## src/inc/pmsw_pkg.sv

```systemverilog
// Package for the power-mode sleep/wake sequencer: constants, types, state.
// Assumes a single 200 MHz clock domain and a plain register port.
package pmsw_pkg;

    localparam int CLK_MHZ = 200;
    localparam int PA_W = 8;
    localparam int ADDR_W = 4;
    localparam int DATA_W = 8;

    // Register offsets
    localparam logic [3:0] OFS_CTRL = 4'h0;
    localparam logic [3:0] OFS_STATUS = 4'h1;
    localparam logic [3:0] OFS_WAKE_EN = 4'h2;
    localparam logic [3:0] OFS_STATE = 4'h3;

    // Control register fields
    localparam int CTRL_IDLE_SEL = 0;
    localparam int CTRL_SYSCLK_KEEP = 1;
    localparam int CTRL_FAST_WAKE = 2;
    localparam int CTRL_HXT_SEL = 3;
    localparam logic [7:0] CTRL_RESET = 8'h00;
    localparam logic [7:0] WAKE_EN_RESET = 8'h00;

    // Status register fields
    localparam int STAT_PDF = 0;
    localparam int STAT_TO = 1;
    localparam int STAT_HRDY = 2;
    localparam int STAT_SUBSYS = 3;

    // Start-up counts in clock cycles
    localparam logic [11:0] HIGH_OSC_SST = 12'h080;
    localparam logic [11:0] LOW_OSC_SST = 12'h400;

    // Gray coded in the order listed here, not along the entry and wake transitions
    typedef enum logic [2:0] {
        PMSW_RUN = 3'b000,
        PMSW_LIGHT = 3'b001,
        PMSW_DEEP = 3'b011,
        PMSW_LOW_IDLE = 3'b010,
        PMSW_FULL_IDLE = 3'b110,
        PMSW_WAKE_HI = 3'b111,
        PMSW_WAKE_LO = 3'b101
    } pmsw_state_t;

    typedef struct packed {
        logic sys;
        logic tbase;
        logic sub;
        logic wdt;
    } pmsw_clk_en_t;

    typedef struct packed {
        pmsw_state_t st;
        logic [7:0] ctrl;
        logic [PA_W-1:0] wake_en;
        logic power_down_flag;
        logic to;
        logic hrdy;
        logic lrdy;
        logic on_sub;
        logic [11:0] osc_startup_timer;
        logic [PA_W-1:0] pa_s1;
        logic [PA_W-1:0] pa_s2;
        logic [PA_W-1:0] pa_s3;
        logic [7:0] rdata;
        logic wdt_clr;
        logic pc_rst;
        logic irq_take;
        logic resume;
        pmsw_clk_en_t clk_en;
    } pmsw_regs_t;

endpackage

```

## src/rtl/pmsw_seq.sv

```systemverilog
// Power-mode sequencer: halt entry, clock gating, flags and wake-up.
// Assumes core strobes on clk; port A pins are asynchronous and synchronised here.
//
// Functional notes
// - Halt, idle off, watchdog/detector on: light sleep
// - Halt, idle on, keep off: low idle
// - Halt, idle on, keep on: full idle
// - Sleep keeps memory, registers and ports
// - Sleep or idle entry clears watchdog counter
// - Halt sets power-down, clears time-out flag
// - Wake on port edge, interrupt, watchdog
// - Watchdog wake sets time-out, resets PC/SP
// - Power-down cleared by reset or watchdog clear
// - Per-pin wake enable; resume after halt
// - Disabled or stack-full interrupt: resume, pending
// - Enabled interrupt with room: normal response
// - Pre-set interrupt request cannot wake
// - Oscillators share one start-up timer sequentially
// - First instruction waits for high oscillator ready
// - Fast wake runs from low oscillator first
// - Peripherals follow system clock to sub
// - Watchdog clock follows watchdog enable; sub clock too, but forced on in idle and fast wake
// - Halt, all off: deep sleep, stop everything
// - Fast wake: sub clock until 128 cycles
//
// The implementer's own choices: the register offsets and the address-and-strobe port.
`timescale 1ns/1ps
`default_nettype none

module pmsw_seq (
    input wire logic clk,
    input wire logic srst,
    input wire logic [pmsw_pkg::ADDR_W-1:0] addr,
    input wire logic [pmsw_pkg::DATA_W-1:0] wdata,
    input wire logic wr,
    input wire logic rd,
    output logic [pmsw_pkg::DATA_W-1:0] rdata,
    input wire logic halt,
    input wire logic clr_wdt,
    input wire logic wdt_enabled,
    input wire logic lvd_enabled,
    input wire logic wdt_overflow,
    input wire logic irq_req,
    input wire logic irq_pre_set,
    input wire logic irq_enabled,
    input wire logic stack_full,
    input wire logic [pmsw_pkg::PA_W-1:0] porta_in,
    output logic cpu_run,
    output logic resume_pulse,
    output logic irq_take,
    output logic pc_sp_reset,
    output logic wdt_clear,
    output logic sysclk_on_sub,
    output pmsw_pkg::pmsw_clk_en_t clk_en
);

    ////////////////////////////////////////////////////////////////////////////
    pmsw_pkg::pmsw_regs_t r;
    pmsw_pkg::pmsw_regs_t next_r;

    function automatic logic is_low_power(input pmsw_pkg::pmsw_state_t s);
        is_low_power = (s == pmsw_pkg::PMSW_LIGHT) || (s == pmsw_pkg::PMSW_DEEP)
            || (s == pmsw_pkg::PMSW_LOW_IDLE) || (s == pmsw_pkg::PMSW_FULL_IDLE);
    endfunction

    function automatic pmsw_pkg::pmsw_clk_en_t gates(input pmsw_pkg::pmsw_state_t s,
                                                     input logic wdt_on);
        gates.wdt = wdt_on;
        gates.sub = wdt_on;
        case (s)
            pmsw_pkg::PMSW_DEEP: begin
                gates = '0;
            end
            pmsw_pkg::PMSW_LIGHT: begin
                gates.sys = 1'b0;
                gates.tbase = 1'b0;
            end
            pmsw_pkg::PMSW_LOW_IDLE: begin
                gates.sys = 1'b0;
                gates.tbase = 1'b1;
                gates.sub = 1'b1;
            end
            pmsw_pkg::PMSW_FULL_IDLE: begin
                gates.sys = 1'b1;
                gates.tbase = 1'b1;
                gates.sub = 1'b1;
            end
            pmsw_pkg::PMSW_WAKE_HI: begin
                gates.sys = 1'b0;
                gates.tbase = 1'b0;
            end
            default: begin
                gates.sys = 1'b1;
                gates.tbase = 1'b1;
            end
        endcase
    endfunction

    ////////////////////////////////////////////////////////////////////////////
    logic [pmsw_pkg::PA_W-1:0] pa_fall;
    logic wake_irq;
    logic wake_any;

    // Edge detect reads the second and third stages only
    assign pa_fall = r.pa_s3 & ~r.pa_s2 & r.wake_en;
    assign wake_irq = irq_req & ~irq_pre_set;
    assign wake_any = (|pa_fall) | wake_irq | wdt_overflow;

    always_comb begin
        next_r = r;
        next_r.pa_s1 = porta_in;
        next_r.pa_s2 = r.pa_s1;
        next_r.pa_s3 = r.pa_s2;
        next_r.wdt_clr = 1'b0;
        next_r.pc_rst = 1'b0;
        next_r.irq_take = 1'b0;
        next_r.resume = 1'b0;
        next_r.rdata = '0;

        if (wr) begin
            case (addr)
                pmsw_pkg::OFS_CTRL: next_r.ctrl = wdata;
                pmsw_pkg::OFS_WAKE_EN: next_r.wake_en = wdata[pmsw_pkg::PA_W-1:0];
                default: ;
            endcase
        end
        if (rd) begin
            case (addr)
                pmsw_pkg::OFS_CTRL: next_r.rdata = r.ctrl;
                pmsw_pkg::OFS_STATUS: next_r.rdata = {4'h0, r.on_sub, r.hrdy, r.to, r.power_down_flag};
                pmsw_pkg::OFS_WAKE_EN: next_r.rdata = r.wake_en;
                pmsw_pkg::OFS_STATE: next_r.rdata = {5'h00, r.st};
                default: next_r.rdata = '0;
            endcase
        end

        if (clr_wdt) begin
            next_r.power_down_flag = 1'b0;
        end

        case (r.st)
            pmsw_pkg::PMSW_RUN: begin
                if (halt) begin
                    next_r.power_down_flag = 1'b1;
                    next_r.to = 1'b0;
                    next_r.wdt_clr = 1'b1;
                    // Memory and ports untouched: only gates change, except deep sleep also clears hrdy and lrdy
                    if (r.ctrl[pmsw_pkg::CTRL_IDLE_SEL]) begin
                        next_r.st = r.ctrl[pmsw_pkg::CTRL_SYSCLK_KEEP] ?
                            pmsw_pkg::PMSW_FULL_IDLE : pmsw_pkg::PMSW_LOW_IDLE;
                    end else if (wdt_enabled || lvd_enabled) begin
                        next_r.st = pmsw_pkg::PMSW_LIGHT;
                    end else begin
                        next_r.st = pmsw_pkg::PMSW_DEEP;
                        next_r.hrdy = 1'b0;
                        next_r.lrdy = 1'b0;
                    end
                end
            end
            pmsw_pkg::PMSW_LIGHT, pmsw_pkg::PMSW_DEEP,
            pmsw_pkg::PMSW_LOW_IDLE, pmsw_pkg::PMSW_FULL_IDLE: begin
                if (wake_any) begin
                    if (wdt_overflow) begin
                        next_r.to = 1'b1;
                        next_r.pc_rst = 1'b1;
                    end else if (wake_irq && irq_enabled && !stack_full) begin
                        next_r.irq_take = 1'b1;
                    end else begin
                        next_r.resume = 1'b1;
                    end
                    next_r.osc_startup_timer = '0;
                    if (r.st == pmsw_pkg::PMSW_DEEP) begin
                        next_r.st = pmsw_pkg::PMSW_WAKE_HI;
                    end else if (r.st == pmsw_pkg::PMSW_LIGHT
                                 && r.ctrl[pmsw_pkg::CTRL_HXT_SEL]
                                 && r.ctrl[pmsw_pkg::CTRL_FAST_WAKE]) begin
                        next_r.on_sub = 1'b1;
                        next_r.hrdy = 1'b0;
                        next_r.st = pmsw_pkg::PMSW_WAKE_HI;
                    end else begin
                        next_r.st = pmsw_pkg::PMSW_RUN;
                    end
                end
            end
            pmsw_pkg::PMSW_WAKE_HI: begin
                next_r.osc_startup_timer = r.osc_startup_timer + 12'h001;
                if (r.osc_startup_timer == pmsw_pkg::HIGH_OSC_SST - 12'h001) begin
                    next_r.hrdy = 1'b1;
                    next_r.on_sub = 1'b0;
                    next_r.osc_startup_timer = '0;
                    next_r.st = r.lrdy ? pmsw_pkg::PMSW_RUN : pmsw_pkg::PMSW_WAKE_LO;
                end
            end
            pmsw_pkg::PMSW_WAKE_LO: begin
                // Core runs already; low crystal counts after the high one
                next_r.osc_startup_timer = r.osc_startup_timer + 12'h001;
                if (r.osc_startup_timer == pmsw_pkg::LOW_OSC_SST - 12'h001) begin
                    next_r.lrdy = 1'b1;
                    next_r.st = pmsw_pkg::PMSW_RUN;
                end
            end
            default: next_r.st = pmsw_pkg::PMSW_RUN;
        endcase

        next_r.clk_en = gates(next_r.st, wdt_enabled);
        if (next_r.on_sub) begin
            next_r.clk_en.sub = 1'b1;
            next_r.clk_en.sys = 1'b1;
            next_r.clk_en.tbase = 1'b1;
        end
    end

    always_ff @(posedge clk) begin
        if (srst) begin
            r <= '0;
            r.st <= pmsw_pkg::PMSW_WAKE_HI;
            r.ctrl <= pmsw_pkg::CTRL_RESET;
            r.wake_en <= pmsw_pkg::WAKE_EN_RESET;
            r.pa_s1 <= '1;
            r.pa_s2 <= '1;
            r.pa_s3 <= '1;
        end else begin
            r <= next_r;
        end
    end

    ////////////////////////////////////////////////////////////////////////////
    // Core runs only when high oscillator ready or on the temporary sub clock
    assign cpu_run = (r.st == pmsw_pkg::PMSW_RUN) ||
                     (r.st == pmsw_pkg::PMSW_WAKE_LO) || r.on_sub;
    assign rdata = r.rdata;
    assign resume_pulse = r.resume;
    assign irq_take = r.irq_take;
    assign pc_sp_reset = r.pc_rst;
    assign wdt_clear = r.wdt_clr;
    assign sysclk_on_sub = r.on_sub;
    assign clk_en = r.clk_en;

endmodule // pmsw_seq

`default_nettype wire

```

## config.mk

```make
export PLATFORM = sky130hd
export DESIGN_NAME = pmsw_seq
export DESIGN_NICKNAME = d
export VERILOG_FILES = /design/src/inc/pmsw_pkg.sv /design/src/rtl/pmsw_seq.sv
export SDC_FILE = /design/constraint.sdc
export NUM_CORES = 1
export LEC_CHECK = 0
export ABC_AREA = 1
export BUFFER_PORTS_ARGS = -buffer_cell sky130_fd_sc_hd__buf_2
export CAP_MARGIN = 15
export CORE_UTILIZATION = 45
export DETAILED_ROUTE_END_ITERATION = 6
export PLACE_DENSITY = 0.64
export SLEW_MARGIN = 40
export SYNTH_ARGS = -nofsm -noshare
export SYNTH_HDL_FRONTEND = slang
export SYNTH_SLANG_ARGS = --single-unit
```

## constraint.sdc

```tcl
create_clock -name clk -period 1.9 [get_ports clk]
set_input_delay 0.19 -clock clk [delete_from_list [all_inputs] [get_ports clk]]
set_output_delay 0.19 -clock clk [all_outputs]
set_load 0.005 [all_outputs]
```

==> impl_metrics.py, run 1 <==
metrics = {
    "run_status": {
        "status": "completed",
    },
    "cts": {
        "htreeDepth": 3,
        "root_buffer": "clkbuf_8",
        "cts_tree": "yes",
        "cts_setup_buffers": 0,
        "clk_pin_slew_worst_paths_ns": 0.09,
        "clock_tree.buffer_depth": 2,
        "clock_latency_ns": 0.35,
        "clock-sinks": 76,
        "cts_hold_buf": 0,
        "numCtsBuffers": 9,
        "ctsResizeCount": 0,
    },
    "timing": {
        "clock_skew_ns": 0.0116,
        "finalCriticalPeriod_ns": 1.76,
        "finalSetupViolCount": 0,
        "hold_violations": 0,
        "tns_ns": 0,
        "drv_slew": 0,
        "tightest_slew_ns": 0.544,
        "rsz0062_at_grt": "no",
        "min_period_over_period_pct": 92.4,
        "max_freq_mhz": 570,
        "slew_headroom_pct": 63.5,
    },
    "critical_path": {
        "critPathLaunch": "r[73]",
        "r2r-end": "clk_en[1]",
        "cp.arrival_ns": 1.57,
        "crit_fanout": 6,
        "cp-start-kind": "register",
        "worstSetupPathType": "reg -> out",
        "worstSetupEndpointType": "output pin",
        "timing.rr.start": "r[40]",
        "rrSetupSlack_ns": 0.21,
        "cp.required_ns": 1.71,
        "reg2reg_depth": 12,
    },
    "detailed_routing": {
        "drtAntennaViolNets": 0,
        "drc": 0,
        "vias": 2822,
        "wl_per_cell_um": 12.0,
        "avgViaCountPerCell": 4.87,
        "dr.first_iter.drc_count": 155,
        "routed_wl_um": 6920,
        "met1Wirelength_um": 3420,
        "wl_met3_um": 407,
        "highest_layer": "met4",
        "firstDrtPassIters": 4,
        "dr_wl_met2_um": 2950,
    },
    "power": {
        "p_sw_mw": 0.727,
        "sequentialPowerShare_pct": 53.4,
        "ir_drop_uv": 421,
        "p_leak_nw": 1.64,
        "switching_share_pct": 23.7,
        "combPwrFrac_pct": 5.0,
        "p_clk_share_pct": 41.6,
        "p_int_mw": 2.34,
        "power_per_cell_area_nw_per_um2": 813,
    },
    "die": {
        "fp-row-count": 30,
        "start_util_pct": 47.3,
        "coreArea_um2": 6910,
        "dieArea_um2": 7610,
        "die_h_um": 87.2,
        "die_x_um": 87.2,
        "io_pins": 51,
    },
    "synth": {
        "async_reset_ff_share_pct": 0,
        "synth_commonest_cells": "nand2_1 (92), dfxtp_1 (76), inv_1 (46)",
        "ys_seq_area_share_pct": 46.6,
        "synth_area_um2": 3270,
        "yosys.area.top_type_share_pct": 46.6,
        "synth_seq_cells": 76,
        "synth_cells": 432,
        "syn_nets": 466,
        "avgSynthCellArea_um2": 7.57,
        "synth_ff_type": "dfxtp_1",
        "yosys_warnings": 0,
        "synth.most_common_cell": "nand2_1",
        "ys_types": 38,
        "synth-edff-count": 0,
        "synth_area_leaders": "dfxtp_1 (47%), nand2_1 (11%), nand3_1 (6.1%), a21oi_1 (5.5%), inv_1 (5.3%)",
        "yosysTopAreaCell": "dfxtp_1",
    },
    "placed_design": {
        "hpwl_um": 5080,
        "gp_congestion": 0.885,
        "port_buffers": 50,
        "dp.cells": 563,
    },
    "grt": {
        "grt_pass1_vias": 2582,
        "grt_pass1_wl_um": 11700,
        "grt_usage_pct": 19.9,
        "globalRouteOverflowTotal": 0,
        "antenna_found_initial": 0,
        "grt_start_max_net_pins": 38,
    },
    "final_layout": {
        "final_layout_size_suffix_gt1_share_pct": 25.1,
        "nets": 512,
        "synthToLayoutAreaGrowth_pct": 15.5,
        "antenna_cells_inserted": 0,
        "final_cells": 579,
    },
    "flow_run": {
        "drv_cap": 0,
    },
    "worst_hold_path": {
        "whs_path_depth": 2,
        "worstHoldEndpoint": "next_r[25]",
        "hp-start": "porta_in[1]",
        "hp-class": "in -> reg",
    },
}
area by class of cell:
| cell class | instances | area [um2] |
|---|---|---|
| clock buffer | 10 | 138 |
| clock inverter | 6 | 71.3 |
| fill | 682 | 3130 |
| inverter | 51 | 193 |
| multi-input combinational | 284 | 1440 |
| sequential | 76 | 1520 |
| tap | 96 | 120 |
| timing repair buffer | 56 | 295 |
metal layers:
| metal | GRT usage [%] | up-vias |
|---|---|---|
| li1 | - | 1470 |
| met2 | 29.9 | 81 |
| met4 | 9.09 | 0 |
| met3 | 4.74 | 12 |
| met5 | 0 | - |
| met1 | 27.2 | 1259 |
logic make-up (layout without fill, tap and decap cells):
family,Yosys count,in the layout,share of synthesized area (%)
DFF,76,76,46.6
buffers and inverters,72,123,9.84
adders and majority gates,1,1,0.383
AOI/OAI and AO/OA,66,66,11.3
and+or+nand+nor,214,214,31.1
xor gates and xnor gates,3,3,0.804
placed cells by master, fill, tap and decap left out, types with 2 or more instances in the layout:
| master | count |
|---|---|
| a21oi_1 | 36 |
| a221oi_1 | 3 |
| buf_2 | 50 |
| buf_4 | 6 |
| clkbuf_8 | 10 |
| clkinvlp_4 | 2 |
| dfxtp_1 | 74 |
| dfxtp_2 | 2 |
| inv_1 | 46 |
| inv_2 | 3 |
| inv_6 | 2 |
| nand2_1 | 92 |
| nand2_2 | 8 |
| nand3_1 | 40 |
| nand4_1 | 3 |
| nor2_1 | 29 |
| nor2_2 | 8 |
| nor2_4 | 3 |
| nor3_1 | 7 |
| nor3_2 | 2 |
| o21ai_0 | 14 |
| o22ai_1 | 4 |
| or2_1 | 2 |
| or2_2 | 16 |
| xor2_1 | 3 |
power groups by stage:
stage | Combinational [mW] | Sequential, mW | Clock, mW
after detailed placement | 0.151 | 1.68 | 0
final | 0.154 | 1.64 | 1.28
after global placement | 0.152 | 1.68 | 0
after CTS | 0.152 | 1.64 | 1.30
after floorplan | 0.0910 | 1.67 | 0
after global routing | 0.176 | 1.64 | 1.36
state kept, by name (all words and copies together) (netlist names):
register / count
irq_take: 1
resume_pulse: 1
next_r: 16
clk_en: 4
pc_sp_reset: 1
sysclk_on_sub: 1
r: 43
wdt_clear: 1
rdata: 8
through the flow:
step / cell area [um2] / hold slack, ns / setup slack (ns) / power (mW) / utilization, %
floorplan: 3270 / 0.269 / 0.300 / 1.76 / -
global placement: 3550 / 0.373 / 0.213 / 1.83 / 51.5
detailed placement: 3550 / 0.376 / 0.134 / 1.83 / 51.5
CTS: 3760 / 0.00831 / 0.118 / 3.09 / 54.5
global route: 3780 / 0.00659 / 0.0211 / 3.19 / 54.7
finish: 3780 / 0.0228 / 0.144 / 3.07 / 54.7
worst max path at each step:
stage	to	slack (ns)
floorplan	clk_en[3]	0.30
global placement	r[47]	0.21
detailed placement	r[47]	0.13
CTS	r[42]	0.12
global route	clk_en[1]	0.02
finish	cpu_run	0.14
critical path, cell delays in order, from the launching register on:
cell and delay [ns]:
dfxtp_1 0.44, inv_1 0.15, nor2_2 0.27, inv_1 0.15
nand2_1 0.10, buf_2 0.11
Power figures use the tool's default switching activity.
==> run 2, diff against run 1 <==
Settings changed: BUFFER_PORTS_ARGS -buffer_cell sky130_fd_sc_hd__buf_2 to default, CORE_MARGIN from default to 2, CORE_UTILIZATION 45 to 50, DONT_BUFFER_PORTS from default to 1, PLACE_DENSITY 0.64 to 0.63.
==> impl_metrics.py, run 2 (synthesized netlist as in run 1, its figures left out) <==
metrics = {
    "run_status": {
        "status": "complete, but fails checks",
        "violations": "hold timing",
    },
    "final_layout": {
        "nets": 486,
        "utilization_pct": 58.5,
        "finalInstanceArea_um2": 3710,
        "final_cells": 534,
        "final_common_cell": "nand2_1",
        "largest_reg_flops": 43,
        "antenna_cells_inserted": 0,
        "final_layout_size_suffix_gt1_share_pct": 15.1,
        "synthToLayoutAreaGrowth_pct": 13.6,
        "fill_cells": 588,
        "largest_register": "r",
        "layout_common_cells": "nand2_1 (92), dfxtp_1 (75), inv_1 (46)",
    },
    "die": {
        "die_h_um": 84.8,
        "io_pins": 51,
        "coreArea_um2": 6350,
        "dieArea_um2": 7200,
        "die_x_um": 84.8,
        "fp-row-count": 29,
        "start_util_pct": 51.5,
    },
    "detailed_routing": {
        "firstDrtPassIters": 5,
        "vias": 2758,
        "dr.first_iter.drc_count": 132,
        "wl_per_cell_um": 13.2,
        "routed_wl_um": 7040,
        "drc": 0,
        "drtAntennaViolNets": 0,
        "avgViaCountPerCell": 5.16,
    },
    "timing": {
        "min_period_over_period_pct": 92.4,
        "finalCriticalPeriod_ns": 1.75,
        "fin_hold_ws_ns": -0.00137,
        "fin_ws_ns": 0.145,
        "slew_headroom_pct": 62.5,
        "tightest_slew_ns": 0.559,
        "drv_slew": 0,
        "finalSetupViolCount": 0,
        "tns_ns": 0,
        "max_freq_mhz": 570,
        "clock_skew_ns": 0.00667,
        "hold_violations": 1,
    },
    "power": {
        "sequentialPowerShare_pct": 57.1,
        "switching_share_pct": 24.3,
        "p_sw_mw": 0.697,
        "p_leak_nw": 1.50,
        "ir_drop_uv": 481,
        "p_int_mw": 2.17,
        "power_per_cell_area_nw_per_um2": 773,
        "p_clk_share_pct": 37.8,
        "combPwrFrac_pct": 5.1,
        "p_total_mw": 2.87,
    },
    "critical_path": {
        "slowest_stage": "dlygate4sd3_1",
        "reg2reg_depth": 6,
        "worstSetupEndpointType": "register",
        "max_stage_delay_ns": 0.57,
        "cp_num_cells": 6,
        "critPathBufInv": 2,
        "cp.required_ns": 2.20,
        "worstSetupPathType": "reg -> reg",
        "crit_chain": "nand2_2 -> inv_1 -> nor2_4 -> nand4_1 -> nor4_2 -> dlygate4sd3_1",
        "cp.arrival_ns": 2.05,
        "crit_fanout": 6,
        "cp_top_family": "simple AND/OR/NAND/NOR gates",
        "cp-start-kind": "register",
    },
    "cts": {
        "htreeDepth": 3,
        "clock_latency_ns": 0.35,
        "root_buffer": "clkbuf_8",
        "clock_tree.buffer_depth": 2,
        "clk_pin_slew_worst_paths_ns": 0.08,
        "numCtsBuffers": 9,
        "cts_setup_buffers": 0,
        "cts_tree": "yes",
        "clock-sinks": 76,
    },
    "grt": {
        "globalRouteOverflowTotal": 0,
        "antenna_found_initial": 0,
        "grt_pass1_wl_um": 11800,
        "grt_usage_pct": 20.4,
        "grt_start_max_net_pins": 38,
        "grt_pass1_vias": 2549,
    },
    "placed_design": {
        "dpl-instance-area_um2": 3270,
        "gp_congestion": 0.901,
        "hpwl_um": 4870,
        "port_buffers": 0,
        "dp_slack_ns": 0.132,
        "dp.cells": 493,
    },
    "worst_hold_path": {
        "hp-class": "in -> reg",
        "whs_path_depth": 2,
    },
    "flow_run": {
        "drv_cap": 0,
    },
}
## run 2: worst paths after layout
| kind | to | startpoint | slack (ns) |
|---|---|---|---|
| hold / removal | r[66] | wr | -0.001 |
| setup / recovery | irq_take | r[73] | 0.15 |
| hold reg to reg | next_r[16] | next_r[24] | 0.41 |
| setup reg to reg | irq_take | r[73] | 0.15 |
## run 2: area by class of cell
type	count	area [um2]	share of cell area [%]
Sequential cell	76	1520	41.0
Inverter	51	193	5.19
Clock inverter	5	37.5	1.01
Clock buffer	11	131	3.54
Multi-Input combinational cell	284	1430	38.6
Timing Repair Buffer	30	298	8.02
Tap cell	77	96.3	2.60
## run 2: timing repair
item / 4_1_cts / 5_1_grt
gates resized for setup: 0 / 3
endpoints found under the hold margin: 40 / 0
hold buffers: 25 / 0
endpoints found under the setup margin: 0 / 6
## run 2: layer usage
metal	up-vias	GRT usage, %	routed length (um)	part of all wire, %
met2	94	32.2	3080	44
li1	1424	-	-	-
met4	0	6.78	105	1.5
met1	1227	27.0	3320	47
met5	-	0	0	0
met3	13	5.93	529	7.5
## run 2: worst register-to-register path, stage by stage, from the launching register on
cell and delay (ns):
dfxtp_1 0.37, nand2_2 0.14, inv_1 0.09, nor2_4 0.14, nand4_1 0.21, nor4_2 0.19, dlygate4sd3_1 0.57
## run 2: power groups by stage
stage	sequential (mW)	clock, mW	combinational, mW
finish	1.64	1.08	0.147
global route	1.64	1.17	0.164
CTS	1.64	1.10	0.145
detailed placement	1.68	0	0.0937
global placement	1.68	0	0.0942
floorplan	1.67	0	0.0910
